## src/rtl/wdctl_cfg.svh

```systemverilog
// Purpose: offsets, field positions, key bytes and reset values of the watchdog control block
// Assumes: byte addresses on a 32-bit AXI4-Lite register bus
// Notes: definitions only
`ifndef WDCTL_CFG_SVH
`define WDCTL_CFG_SVH
// ----------------------------------------
// register map
// ----------------------------------------
`define OFS_CAUSE_CTRL 12'hff0
`define OFS_RELOAD_UP 12'hff1
`define OFS_RELOAD_MID 12'hff2
`define OFS_RELOAD_LO 12'hff3
// ----------------------------------------
// field positions and keys
// ----------------------------------------
`define BIT_POR 7
`define BIT_STOP 6
`define BIT_DOG 5
`define BIT_PIN 4
`define BIT_HALT_PD 0
`define KEY_FIRST 8'h55
`define KEY_SECOND 8'haa
`define KEY_PD_SET 8'h81
`define KEY_PD_CLR 8'h00
`define FLAGS_POR_VAL 4'h8
`define PD_RESET_VAL 1'h0
`define RELOAD_RESET_VAL 24'hffffff
`endif

```

## src/rtl/wdctl_pkg.sv

```systemverilog
// Purpose: shared types of the watchdog control block
// Assumes: nothing
// Notes: constants live in wdctl_cfg.svh
package wdctl_pkg;
  // cause events, one-cycle pulses from the reset and recovery logic
  typedef struct packed {
    logic por;          // power-on or debugger reset
    logic dbg_stop;     // debug pin low out of stop mode
    logic pin_rst;      // external reset pin
    logic dog_run;      // expiry outside stop mode
    logic dog_stop;     // expiry recovers stop mode
    logic gpio_stop;    // pin-change stop recovery
  } cause_evt_t;
  // one register write to the reload path
  typedef struct packed {
    logic [1:0] sel;    // 0 upper, 1 middle, 2 low
    logic [7:0] data;   // byte written
  } reload_wr_t;
  typedef enum logic [2:0] {LK_IDLE, LK_KEY1, LK_OPEN_UP, LK_OPEN_MID, LK_OPEN_LO} lock_state_t;
endpackage

```

## src/rtl/cause_flags.sv

```systemverilog
// Purpose: sticky reset-cause flags with clear-on-read
// Assumes: events and reads are on aclk
// Notes: an event in the read-clear cycle wins over the clear
`timescale 1ns/10ps
`include "wdctl_cfg.svh"
module cause_flags
  import wdctl_pkg::*;
(
  input wire logic aclk,        // clock
  input wire logic aresetn,     // sync reset, low
  input wire logic ce,          // clock enable
  input wire cause_evt_t evt,   // cause pulses
  input wire logic rd_clr,      // read accepted
  output logic [3:0] flags_q    // por,stop,dog,pin
);
  logic [3:0] flags_d;  // next flags
  // ----------------------------------------
  // next value, events override clear
  // ----------------------------------------
  always_comb begin
    flags_d = rd_clr ? 4'h0 : flags_q;
    if (evt.por || evt.dbg_stop) begin
      flags_d = `FLAGS_POR_VAL;
    end else if (evt.pin_rst) begin
      flags_d = 4'h1;
    end else if (evt.dog_run) begin
      flags_d = 4'h2;
    end else if (evt.dog_stop) begin
      flags_d = 4'h6;
    end else if (evt.gpio_stop) begin
      flags_d = 4'h4;
    end
  end
  // power-on value on reset
  always_ff @(posedge aclk) begin
    if (!aresetn) flags_q <= `FLAGS_POR_VAL;
    else if (ce) flags_q <= flags_d;
  end
endmodule

```

## src/rtl/reload_lock.sv

```systemverilog
// Purpose: key sequencer guarding reload bytes and the power-down select
// Assumes: one write pulse per accepted bus write
// Notes: any unexpected write drops back to idle, or to LK_KEY1 if it is 55h to the control address
`timescale 1ns/10ps
`include "wdctl_cfg.svh"
module reload_lock
  import wdctl_pkg::*;
(
  input wire logic aclk,          // clock
  input wire logic aresetn,       // sync reset, low
  input wire logic ce,            // clock enable
  input wire logic wr,            // write accepted
  input wire logic [11:0] wr_ofs, // write offset
  input wire logic [7:0] wr_byte, // byte of the first enabled lane
  output logic rl_we,             // reload byte strobe
  output reload_wr_t rl_wr,       // reload byte payload
  output logic pd_we,             // power-down select strobe
  output logic pd_val             // power-down value
);
  lock_state_t st_q, st_d;
  wire is_ctl = wr_ofs == `OFS_CAUSE_CTRL;  // control address
  wire is_key1 = is_ctl && wr_byte == `KEY_FIRST;
  // ----------------------------------------
  // sequencer
  // ----------------------------------------
  always_comb begin
    st_d = st_q;
    rl_we = 1'b0;
    rl_wr = '{sel: 2'h0, data: wr_byte};
    pd_we = 1'b0;
    pd_val = 1'b0;
    if (wr) begin
      st_d = is_key1 ? LK_KEY1 : LK_IDLE;  // stray write relocks
      unique case (st_q)
        LK_IDLE: ;
        LK_KEY1: begin
          if (is_ctl && wr_byte == `KEY_SECOND) st_d = LK_OPEN_UP;
        end
        LK_OPEN_UP: begin
          if (wr_ofs == `OFS_RELOAD_UP) begin
            st_d = LK_OPEN_MID;
            rl_we = 1'b1;
          end else if (is_ctl && (wr_byte == `KEY_PD_SET || wr_byte == `KEY_PD_CLR)) begin
            pd_we = 1'b1;
            pd_val = wr_byte == `KEY_PD_SET;
            st_d = LK_IDLE;
          end
        end
        LK_OPEN_MID: begin
          if (wr_ofs == `OFS_RELOAD_MID) begin
            st_d = LK_OPEN_LO;
            rl_we = 1'b1;
            rl_wr.sel = 2'h1;
          end
        end
        LK_OPEN_LO: begin
          if (wr_ofs == `OFS_RELOAD_LO) begin
            st_d = LK_IDLE;
            rl_we = 1'b1;
            rl_wr.sel = 2'h2;
          end
        end
        // unused codes of the 3-bit state fall back to locked
        default: st_d = LK_IDLE;
      endcase
    end
  end
  always_ff @(posedge aclk) begin
    if (!aresetn) st_q <= LK_IDLE;
    else if (ce) st_q <= st_d;
  end
endmodule

```

## src/rtl/wdog_status.sv

```systemverilog
// Purpose: watchdog reset-cause status and control register on AXI4-Lite
// Assumes: single clock, cause events are one-cycle pulses on aclk
// Notes: reload bytes are held here so the unlock path has a real target
`timescale 1ns/10ps
`include "wdctl_cfg.svh"
// Notes on behaviour
// - status register at 0xff0 shows causes
// - a read of 0xff0 clears four upper flags
// - 55h then aah unlocks reload bytes
// - key writes leave flag bits unchanged; 81h or 00h after the keys write bit0
// - bit7 set by power-on, cleared dog-stop
// - bit6 set on expiry or pin-change stop recovery, not debug pin
// - bit6 cleared by power-on, running expiry
// - bit5 set on expiry, cleared pin-change
// - bit4 set by reset pin
// - bit0 one stops dog in halt
// - power-on or debugger reset gives 1000
// - debug pin stop reset gives 1000
// - reset pin gives 0001
// - running expiry gives 0010
// - gpio stop recovery gives 0100
// - expiry stop recovery gives 0110
// - upper, middle, low order; stray write relocks
// - 55,aa,81 sets, 55,aa,00 clears select
module wdog_status
  import wdctl_pkg::*;
(
  input wire logic aclk,                 // clock, 200 MHz
  input wire logic aresetn,              // sync reset, low
  input wire logic ce,                   // clock enable, freezes state
  input wire cause_evt_t cause_evt,      // cause pulses from reset logic
  input wire logic in_halt,              // device in stop mode
  input wire logic [11:0] s_axi_awaddr,  // write address
  input wire logic s_axi_awvalid,        // write address valid
  output logic s_axi_awready,            // write address ready
  input wire logic [31:0] s_axi_wdata,   // write data
  input wire logic [3:0] s_axi_wstrb,    // write strobes
  input wire logic s_axi_wvalid,         // write data valid
  output logic s_axi_wready,             // write data ready
  output logic [1:0] s_axi_bresp,        // write response
  output logic s_axi_bvalid,             // write response valid
  input wire logic s_axi_bready,         // write response ready
  input wire logic [11:0] s_axi_araddr,  // read address
  input wire logic s_axi_arvalid,        // read address valid
  output logic s_axi_arready,            // read address ready
  output logic [31:0] s_axi_rdata,       // read data
  output logic [1:0] s_axi_rresp,        // read response
  output logic s_axi_rvalid,             // read data valid
  input wire logic s_axi_rready,         // read data ready
  output logic [23:0] reload_q,          // reload value to the counter
  output logic halt_power_down_select_q, // 1 shuts dog and oscillator in halt
  output logic dog_run_q                 // dog and oscillator enable
);
  // ----------------------------------------
  // write channel capture
  // ----------------------------------------
  logic aw_held_q, w_held_q;     // channel already taken
  logic [11:0] awaddr_q;         // held write address
  logic [7:0] wbyte_q;           // held byte of the first enabled lane
  logic wstrb0_q;                // any lane enabled
  wire aw_hs = s_axi_awvalid && s_axi_awready;
  wire w_hs = s_axi_wvalid && s_axi_wready;
  wire wr_go = aw_held_q && w_held_q && !s_axi_bvalid;  // both halves present
  wire [11:0] wr_word = {awaddr_q[11:2], 2'h0};          // word-aligned offset
  wire wr_mapped = wr_word == `OFS_CAUSE_CTRL;           // only 0xff0 is a word start
  wire lk_wr = wr_go && wstrb0_q;                         // sequencer sees real writes
  // one register per word: byte offsets ff1..ff3 share the ff0 word,
  // so reload bytes are reached through lanes 1..3 of that word
  logic [1:0] lane_q;            // first enabled byte lane, declared before its first reader
  wire [11:0] lk_ofs = wr_word + {10'h0, lane_q};
  // ----------------------------------------
  // read side
  // ----------------------------------------
  wire ar_hs = s_axi_arvalid && s_axi_arready;
  wire rd_mapped = {s_axi_araddr[11:2], 2'h0} == `OFS_CAUSE_CTRL;
  wire rd_clr = ce && ar_hs && rd_mapped;
  logic [3:0] flags;  // por, stop, dog, pin
  wire [7:0] status_byte = {flags, 3'h0, halt_power_down_select_q};
  // ----------------------------------------
  // sub-blocks
  // ----------------------------------------
  logic rl_we, pd_we, pd_val;
  reload_wr_t rl_wr;
  cause_flags u_flags (
    .aclk(aclk),
    .aresetn(aresetn),
    .ce(ce),
    .evt(cause_evt),
    .rd_clr(rd_clr),
    .flags_q(flags)
  );
  reload_lock u_lock (
    .aclk(aclk),
    .aresetn(aresetn),
    .ce(ce),
    .wr(lk_wr),
    .wr_ofs(lk_ofs),
    .wr_byte(wbyte_q),
    .rl_we(rl_we),
    .rl_wr(rl_wr),
    .pd_we(pd_we),
    .pd_val(pd_val)
  );
  // lane picks the byte written; lane 0 is the control byte itself
  wire [1:0] lane_d = s_axi_wstrb[0] ? 2'h0 : s_axi_wstrb[1] ? 2'h1 : s_axi_wstrb[2] ? 2'h2 : 2'h3;
  wire [7:0] byte_d = s_axi_wdata[8*lane_d +: 8];
  // ----------------------------------------
  // write handshake, either order
  // ----------------------------------------
  always_ff @(posedge aclk) begin
    if (!aresetn) begin
      aw_held_q <= 1'b0;
      w_held_q <= 1'b0;
      awaddr_q <= 12'h000;
      wbyte_q <= 8'h00;
      wstrb0_q <= 1'b0;
      lane_q <= 2'h0;
    end else if (ce) begin
      if (aw_hs) begin
        aw_held_q <= 1'b1;
        awaddr_q <= s_axi_awaddr;
      end else if (wr_go) begin
        aw_held_q <= 1'b0;
      end
      if (w_hs) begin
        w_held_q <= 1'b1;
        wbyte_q <= byte_d;
        lane_q <= lane_d;
        wstrb0_q <= |s_axi_wstrb;
      end else if (wr_go) begin
        w_held_q <= 1'b0;
      end
    end
  end
  // ready only while the channel is empty
  always_ff @(posedge aclk) begin
    if (!aresetn) begin
      s_axi_awready <= 1'b0;
      s_axi_wready <= 1'b0;
    end else if (ce) begin
      s_axi_awready <= !aw_held_q && !aw_hs && !s_axi_bvalid;
      s_axi_wready <= !w_held_q && !w_hs && !s_axi_bvalid;
    end
  end
  // write response, slverr for unmapped
  always_ff @(posedge aclk) begin
    if (!aresetn) begin
      s_axi_bvalid <= 1'b0;
      s_axi_bresp <= 2'h0;
    end else if (ce) begin
      if (wr_go) begin
        s_axi_bvalid <= 1'b1;
        s_axi_bresp <= wr_mapped ? 2'h0 : 2'h2;
      end else if (s_axi_bready) begin
        s_axi_bvalid <= 1'b0;
      end
    end
  end
  // ----------------------------------------
  // read response: old flags, clear next cycle
  // ----------------------------------------
  always_ff @(posedge aclk) begin
    if (!aresetn) begin
      s_axi_arready <= 1'b0;
      s_axi_rvalid <= 1'b0;
      s_axi_rdata <= 32'h0;
      s_axi_rresp <= 2'h0;
    end else if (ce) begin
      s_axi_arready <= !s_axi_rvalid && !ar_hs;
      if (ar_hs) begin
        s_axi_rvalid <= 1'b1;
        s_axi_rdata <= rd_mapped ? {reload_q, status_byte} : 32'h0;
        s_axi_rresp <= rd_mapped ? 2'h0 : 2'h2;
      end else if (s_axi_rready) begin
        s_axi_rvalid <= 1'b0;
      end
    end
  end
  // ----------------------------------------
  // reload bytes and halt select
  // ----------------------------------------
  // key writes never touch the flags; only pd_we reaches bit0
  always_ff @(posedge aclk) begin
    if (!aresetn) begin
      reload_q <= `RELOAD_RESET_VAL;
      halt_power_down_select_q <= `PD_RESET_VAL;
      dog_run_q <= 1'b1;
    end else if (ce) begin
      if (rl_we) begin
        reload_q[8*(2 - rl_wr.sel) +: 8] <= rl_wr.data;
      end
      if (pd_we) begin
        halt_power_down_select_q <= pd_val;
      end
      dog_run_q <= !(in_halt && halt_power_down_select_q);
    end
  end
endmodule

```

## config.mk

```make
export PLATFORM = sky130hd
export DESIGN_NAME = wdog_status
export DESIGN_NICKNAME = d
export VERILOG_FILES = /design/src/rtl/wdctl_pkg.sv /design/src/rtl/cause_flags.sv /design/src/rtl/reload_lock.sv /design/src/rtl/wdog_status.sv
export VERILOG_INCLUDE_DIRS = /design/src /design/src/rtl
export SDC_FILE = /design/constraint.sdc
export NUM_CORES = 1
export LEC_CHECK = 0
export BUFFER_PORTS_ARGS = -buffer_cell sky130_fd_sc_hd__buf_2
export CAP_MARGIN = 20
export CORE_MARGIN = 2
export CORE_UTILIZATION = 42
export CTS_CLUSTER_DIAMETER = 200
export DETAILED_ROUTE_END_ITERATION = 8
export PLACE_DENSITY = 0.69
export SYNTH_ARGS = -nofsm -noshare
export SYNTH_HDL_FRONTEND = slang
export SYNTH_SLANG_ARGS = --single-unit
```

## constraint.sdc

```tcl
create_clock -name aclk -period 3.7 [get_ports aclk]
set_clock_uncertainty 0.05 [all_clocks]
set_input_delay 0.37 -clock aclk [delete_from_list [all_inputs] [get_ports aclk]]
set_output_delay 0.37 -clock aclk [all_outputs]
set_load 0.01 [all_outputs]
```

After elaboration in Yosys (flattened, before gate mapping)
Index checks and enable logic that the tools add are counted.
{ "classes": {"add_sub_neg": 3, "shifts": 3, "n_eq_ne": 13, "n_mux": 44, "reduce_logical": 47} }
{ "op_table": {"columns": ["cell", "count"], "rows": [
  ["equality test 12 bit, second input constant", 4],
  ["negator 32 -> 34 bit", 1],
  ["variable shift 8 x 34 -> 24 bit, first input constant", 1],
  ["variable part select 8 x 34 -> 24 bit", 1],
  ["2-to-1 mux 32 bit", 1],
  ["variable part select 32 x 6 -> 8 bit", 1],
  ["bitwise mux 24 bit", 1],
  ["2-to-1 mux 4 bit", 6],
  ["AND reduction 2 bit", 12],
  ["2-to-1 mux 1 bit", 22],
  ["equality test 10 bit, second input constant", 2],
  ["logical AND 1 bit", 17],
  ["equality test 8 bit, second input constant", 2],
  ["2-to-1 mux 3 bit", 5],
  ["case mux 3 bit (5 select lines)", 1],
  ["adder 12 x 2 -> 12 bit", 1],
  ["2-to-1 mux 2 bit", 6],
  ["equality test 8 x 7 -> 1 bit, second input constant", 1],
  ["zero test 1 bit", 8],
  ["zero test 8 bit", 1],
  ["nonzero test 2 bit", 4],
  ["equality test 3 x 2 -> 1 bit, second input constant", 2],
  ["nonzero test 6 bit", 1],
  ["case mux 2 bit (2 select lines)", 1],
  ["other kinds (7)", 8]
]} }
{ "word_totals": {"ff_bits": 99, "in_bits": 75, "word_cells": 129} }

Logic depth before layout (Yosys ltp)
{ "logic_depth": {"depth_word": 9, "mapped_depth": 10} }

Modules after synthesis
Synthesis repeated with hierarchy kept, for this count alone.
{ "hier_totals": {"hier_cells": 467, "area_unflattened_um2": 4051.4} }
{ "by_module_without_submodules": {"columns": ["mod", "instances", "seq_area_each_um2", "cells_per_inst", "area_per_inst_um2"], "rows": [
  ["wdog_status", 1, 1701.6, 385, 3425.8],
  ["reload_lock", 1, 60.1, 58, 420.4],
  ["cause_flags", 1, 80.1, 24, 205.2]
]} }

Worst setup path before layout
OpenSTA, ideal clock, no wires.
{ "synth_path": {"kind": "register -> register", "from": "reg awaddr_q[3]", "to": "reg reload_q[10]", "path_buffers": 1, "setup_slack_ns": 0.925, "required_ns": 3.571, "arrival_time_ns": 2.646, "path_stages_with_launch": 10, "period_less_slack_ns": 2.775, "setup_time_ns": 0.079, "path_cell_list": "dfxtp_1 > and4bb_2 > nand4_2 > nor4_1 > ha_1 > inv_1 > nand3_1 > or4_1 > clkbuf_1 > o211ai_1"} }
{ "synth_between": {"elab_chain_len": 9} }
{ "synth_lines": {"columns": ["item", "line_no", "source"], "rows": [
  ["start, declared", "wdog_status.sv:58", "logic [11:0] awaddr_q;"],
  ["start signal, assigned", "wdog_status.sv:121", "awaddr_q <= s_axi_awaddr;"],
  ["adder 12 x 2 -> 12 bit *", "wdog_status.sv:70", "wire [11:0] lk_ofs = wr_word + {10'h0, lane_q};"],
  ["equality test 12 bit (no source line)", null, null],
  ["2-to-1 mux 1 bit / 2-to-1 mux 2 bit (equally long branches)", "reload_lock.sv:50, reload_lock.sv:57", null],
  ["case mux 2 bit (2 select lines)", "reload_lock.sv:34", "unique case (st_q)"],
  ["2-to-1 mux 2 bit", "reload_lock.sv:32", "if (wr) begin"],
  ["subtractor 2 x 2 -> 3 bit", "wdog_status.sv:190", "reload_q[8*(2 - rl_wr.sel) +: 8] <= rl_wr.data;"],
  ["negator 32 -> 34 bit", "wdog_status.sv:190", null],
  ["variable part select 8 x 34 -> 24 bit / variable shift 8 x 34 -> 24 bit (equally long branches)", "wdog_status.sv:190", null],
  ["bitwise mux 24 bit", "wdog_status.sv:190", null],
  ["end signal, assigned", "wdog_status.sv:185", "reload_q <= `RELOAD_RESET_VAL;"],
  ["end signal, assigned by index", "wdog_status.sv:190", null],
  ["end, declared", "wdog_status.sv:50", "output logic [23:0] reload_q,"]
]} }
Every way passes the cells marked *; elsewhere a longest branch is shown, timed or not.
A chain may end at the register's enable or synchronous reset.

Worst setup path after layout
{ "layout_path": {"from": "reg awaddr_q[3]", "to": "reg reload_q[7]"} }
The elaborated chain is that of the path after synthesis.

==> results.json <==
{
  "grt_first_pass_wirelength_mm": 16.68,
  "finalHoldViolCount": 0,
  "clkLatencyLatePin_ns": 0.36,
  "worst-slew-pin-transition_ns": 0.7895,
  "path_clk_slew_ns": 0.08,
  "cts_tree": "yes",
  "min_to": "awaddr_q[2]",
  "finalInstanceArea_mm2": 0.005106,
  "gp_congestion": 0.8177,
  "die_x_um": 103.8,
  "slew-limit-headroom_pct": 46.88,
  "crit_path_end_kind": "register",
  "cts_setup_buffers": 0,
  "crit_required_ns": 3.94,
  "synth_area_mm2": 0.004180,
  "holdPathStages": 3,
  "drt-pass1-iter-count": 4,
  "ys_seq_area_share_pct": 44.06,
  "grt-ovfl-total": 0,
  "drt_iter0_drc": 201,
  "rsz0062_at_grt": "no",
  "cp.arrival_ns": 3.58,
  "cts_resized": 0,
  "status": "complete, no violations",
  "p_leak_uw": 0.002234,
  "hold_slack_ns": 0.2066,
  "ir_drop_mv": 0.1365,
  "cts-root-buf": "clkbuf_8",
  "antenna_cells": 0,
  "final_cells": 722,
  "synth-seq-cells": 92,
  "synth.top_cell.area_share_pct": 44.06,
  "synth_top_area_cell": "dfxtp_1",
  "setup_violations": 0,
  "die_h_um": 103.8,
  "cts_sinks": 92,
  "htreeDepth": 3,
  "start_util_pct": 42.97,
  "layout_common_cells": "buf_2 (132), dfxtp_1 (92), nand2_1 (68)",
  "num_rows": 36,
  "critPathKind": "reg -> reg",
  "vias": 3722,
  "period_minus_slack_ns": 3.340,
  "cts_hold_buffers": 0,
  "max-cap-violations": 0,
  "final_nets": 666,
  "grt_pass1_vias": 3518,
  "utilization_pct": 52.48,
  "synthTopCellsByArea": "dfxtp_1 (44%), nor2b_1 (7.0%), nand2_1 (6.1%)",
  "start_kind": "register",
  "portBuffers": 132,
  "wl_per_cell_um": 13.79,
  "cp_top_family": "simple AND/OR/NAND/NOR gates",
  "antenna_left": 0,
  "critPathBufInv": 0,
  "placed_cell_area_mm2": 0.004923,
  "p_per_area_mw_per_mm2": 351.8,
  "dieArea_mm2": 0.01077,
  "clockBufferDepth": 2,
  "rr_endpoint": "reload_q[7]",
  "drv_slew": 0,
  "critPathMaxStageDelay_ns": 0.79,
  "numCtsBuffers": 9,
  "min_period_over_period_pct": 90.26,
  "ys_types": 50,
  "async_flop_share_pct": 0,
  "layout_commonest_cell": "buf_2",
  "track_usage_pct": 18.91,
  "timing.rr.start": "awaddr_q[3]",
  "drcViolationCount": 0,
  "postSynthAreaPerCell_um2": 8.990,
  "crit_slowest_cell": "nor4_1",
  "routed_via_density": 5.155,
  "hpwl_mm": 7.267,
  "totalWireLength_mm": 9.958,
  "synth_edf_count": 0,
  "ys.flop_type": "dfxtp_1",
  "r2r_cells": 9,
  "antenna_found_initial": 0,
  "netlist_instances": 465,
  "critical_path.cell_chain": "and4bb_2 -> nand4_2 -> nor4_1 -> ha_1 -> nor3b_1 -> o21ai_0 -> a21oi_1 -> nand2_1 -> a2bb2oi_1",
  "area_growth_pct": 22.15,
  "grt_max_degree": 55,
  "fmax_mhz": 299.4,
  "cp_max_fo": 8,
  "yosysWarnings": 0,
  "tns_ns": 0,
  "drive_above_1_share_pct": 26.99,
  "io-pin-count": 142,
  "core_region_area_mm2": 0.009729,
  "r2r_setup_slack_ns": 0.36,
  "worstHoldStart": "s_axi_awaddr[2]",
  "placed_cells": 707,
  "hp-class": "in -> reg"
}
cell usage after synthesis (2+ instances only):
library cell / n
mux2i_1: 18
nand2_1: 68
nor3b_1: 2
a22oi_1: 32
a2bb2oi_1: 8
clkbuf_1: 24
o21ai_0: 16
nor4_1: 4
a21oi_1: 8
o21a_1: 2
buf_1: 2
a32oi_1: 2
a21boi_0: 13
a211oi_1: 2
ha_1: 6
o211ai_1: 8
nand4_1: 2
nor2_1: 8
nand3_1: 24
inv_1: 15
and3b_1: 2
nand4b_1: 3
o41ai_1: 2
and3_1: 4
nor4b_1: 2
and4_1: 2
o211a_1: 8
dfxtp_1: 92
nor3_1: 4
buf_4: 6
nand2b_1: 11
nor2b_1: 47
per-layer routing:
| metal | vias up | track usage [%] | part of all wire, % |
|---|---|---|---|
| met5 | - | 0 | 0 |
| li1 | 1872 | - | - |
| met2 | 124 | 32.54 | 48 |
| met4 | 0 | 7.722 | 1.9 |
| met1 | 1710 | 23.29 | 44 |
| met3 | 16 | 3.524 | 5.8 |
report_power, final:
group | total [uW] | internal (uW) | switching [uW]
Combinational | 138 | 68.0 | 69.9
Sequential | 1020 | 1000 | 15.9
Clock | 641 | 309 | 332
stage by stage:
stage               worst slack [ns]  total power (uW)
global placement              0.6281              1176
finish                        0.3604              1797
global route                 0.09114              1882
CTS                           0.4083              1818
detailed placement            0.4361              1180
floorplan                     0.9255              1121
worst min-delay path: cells and delay by family:
kind	cells	cell delay, ns
AO/OA/AOI/OAI	1	0.06
buffers and inverters	1	0.09
AND/OR/NAND/NOR	1	0.04
flip-flops by register name (all words and copies together), names as in the netlist, 2 cells and up:
| signal | count |
|---|---|
| reload_q | 24 |
| awaddr_q | 10 |
| wbyte_q | 8 |
| u_flags.flags_q | 4 |
| s_axi_rdata | 29 |
| u_lock.st_q | 3 |
| lane_q | 2 |
layout make-up:
type / instances / area, um^2
Tap cell: 133 / 166.4
Sequential cell: 92 / 1842
Inverter: 15 / 56.30
Fill cell: 954 / 4623
Clock buffer: 11 / 131.4
Timing Repair Buffer: 137 / 698.2
Multi-Input combinational cell: 330 / 2161
Clock inverter: 4 / 51.30
kinds of logic (layout without fill, tap and decap cells):
family          after synthesis  in the layout  share of synthesized area, %
compound gates              106            106                         19.49
xor+xnor                      2              2                        0.4191
fa+ha+maj                     6              6                         1.796
buf+inv                      47            167                         4.759
flops                        92             92                         44.06
mux                          18             18                         4.310
other cells                   1              5                       0.08971
simple gates                193            193                         25.08
worst max-delay path by stage:
stage / startpoint / to / slack, ns / cells past startpoint
floorplan: awaddr_q[3] / reload_q[10] / 0.93 / 9
global placement: awaddr_q[3] / reload_q[1] / 0.63 / 9
detailed placement: awaddr_q[3] / reload_q[7] / 0.44 / 9
CTS: awaddr_q[3] / reload_q[7] / 0.41 / 9
global route: awaddr_q[3] / reload_q[7] / 0.09 / 9
finish: awaddr_q[3] / reload_q[7] / 0.36 / 9
(Power assumes the default switching activity.)
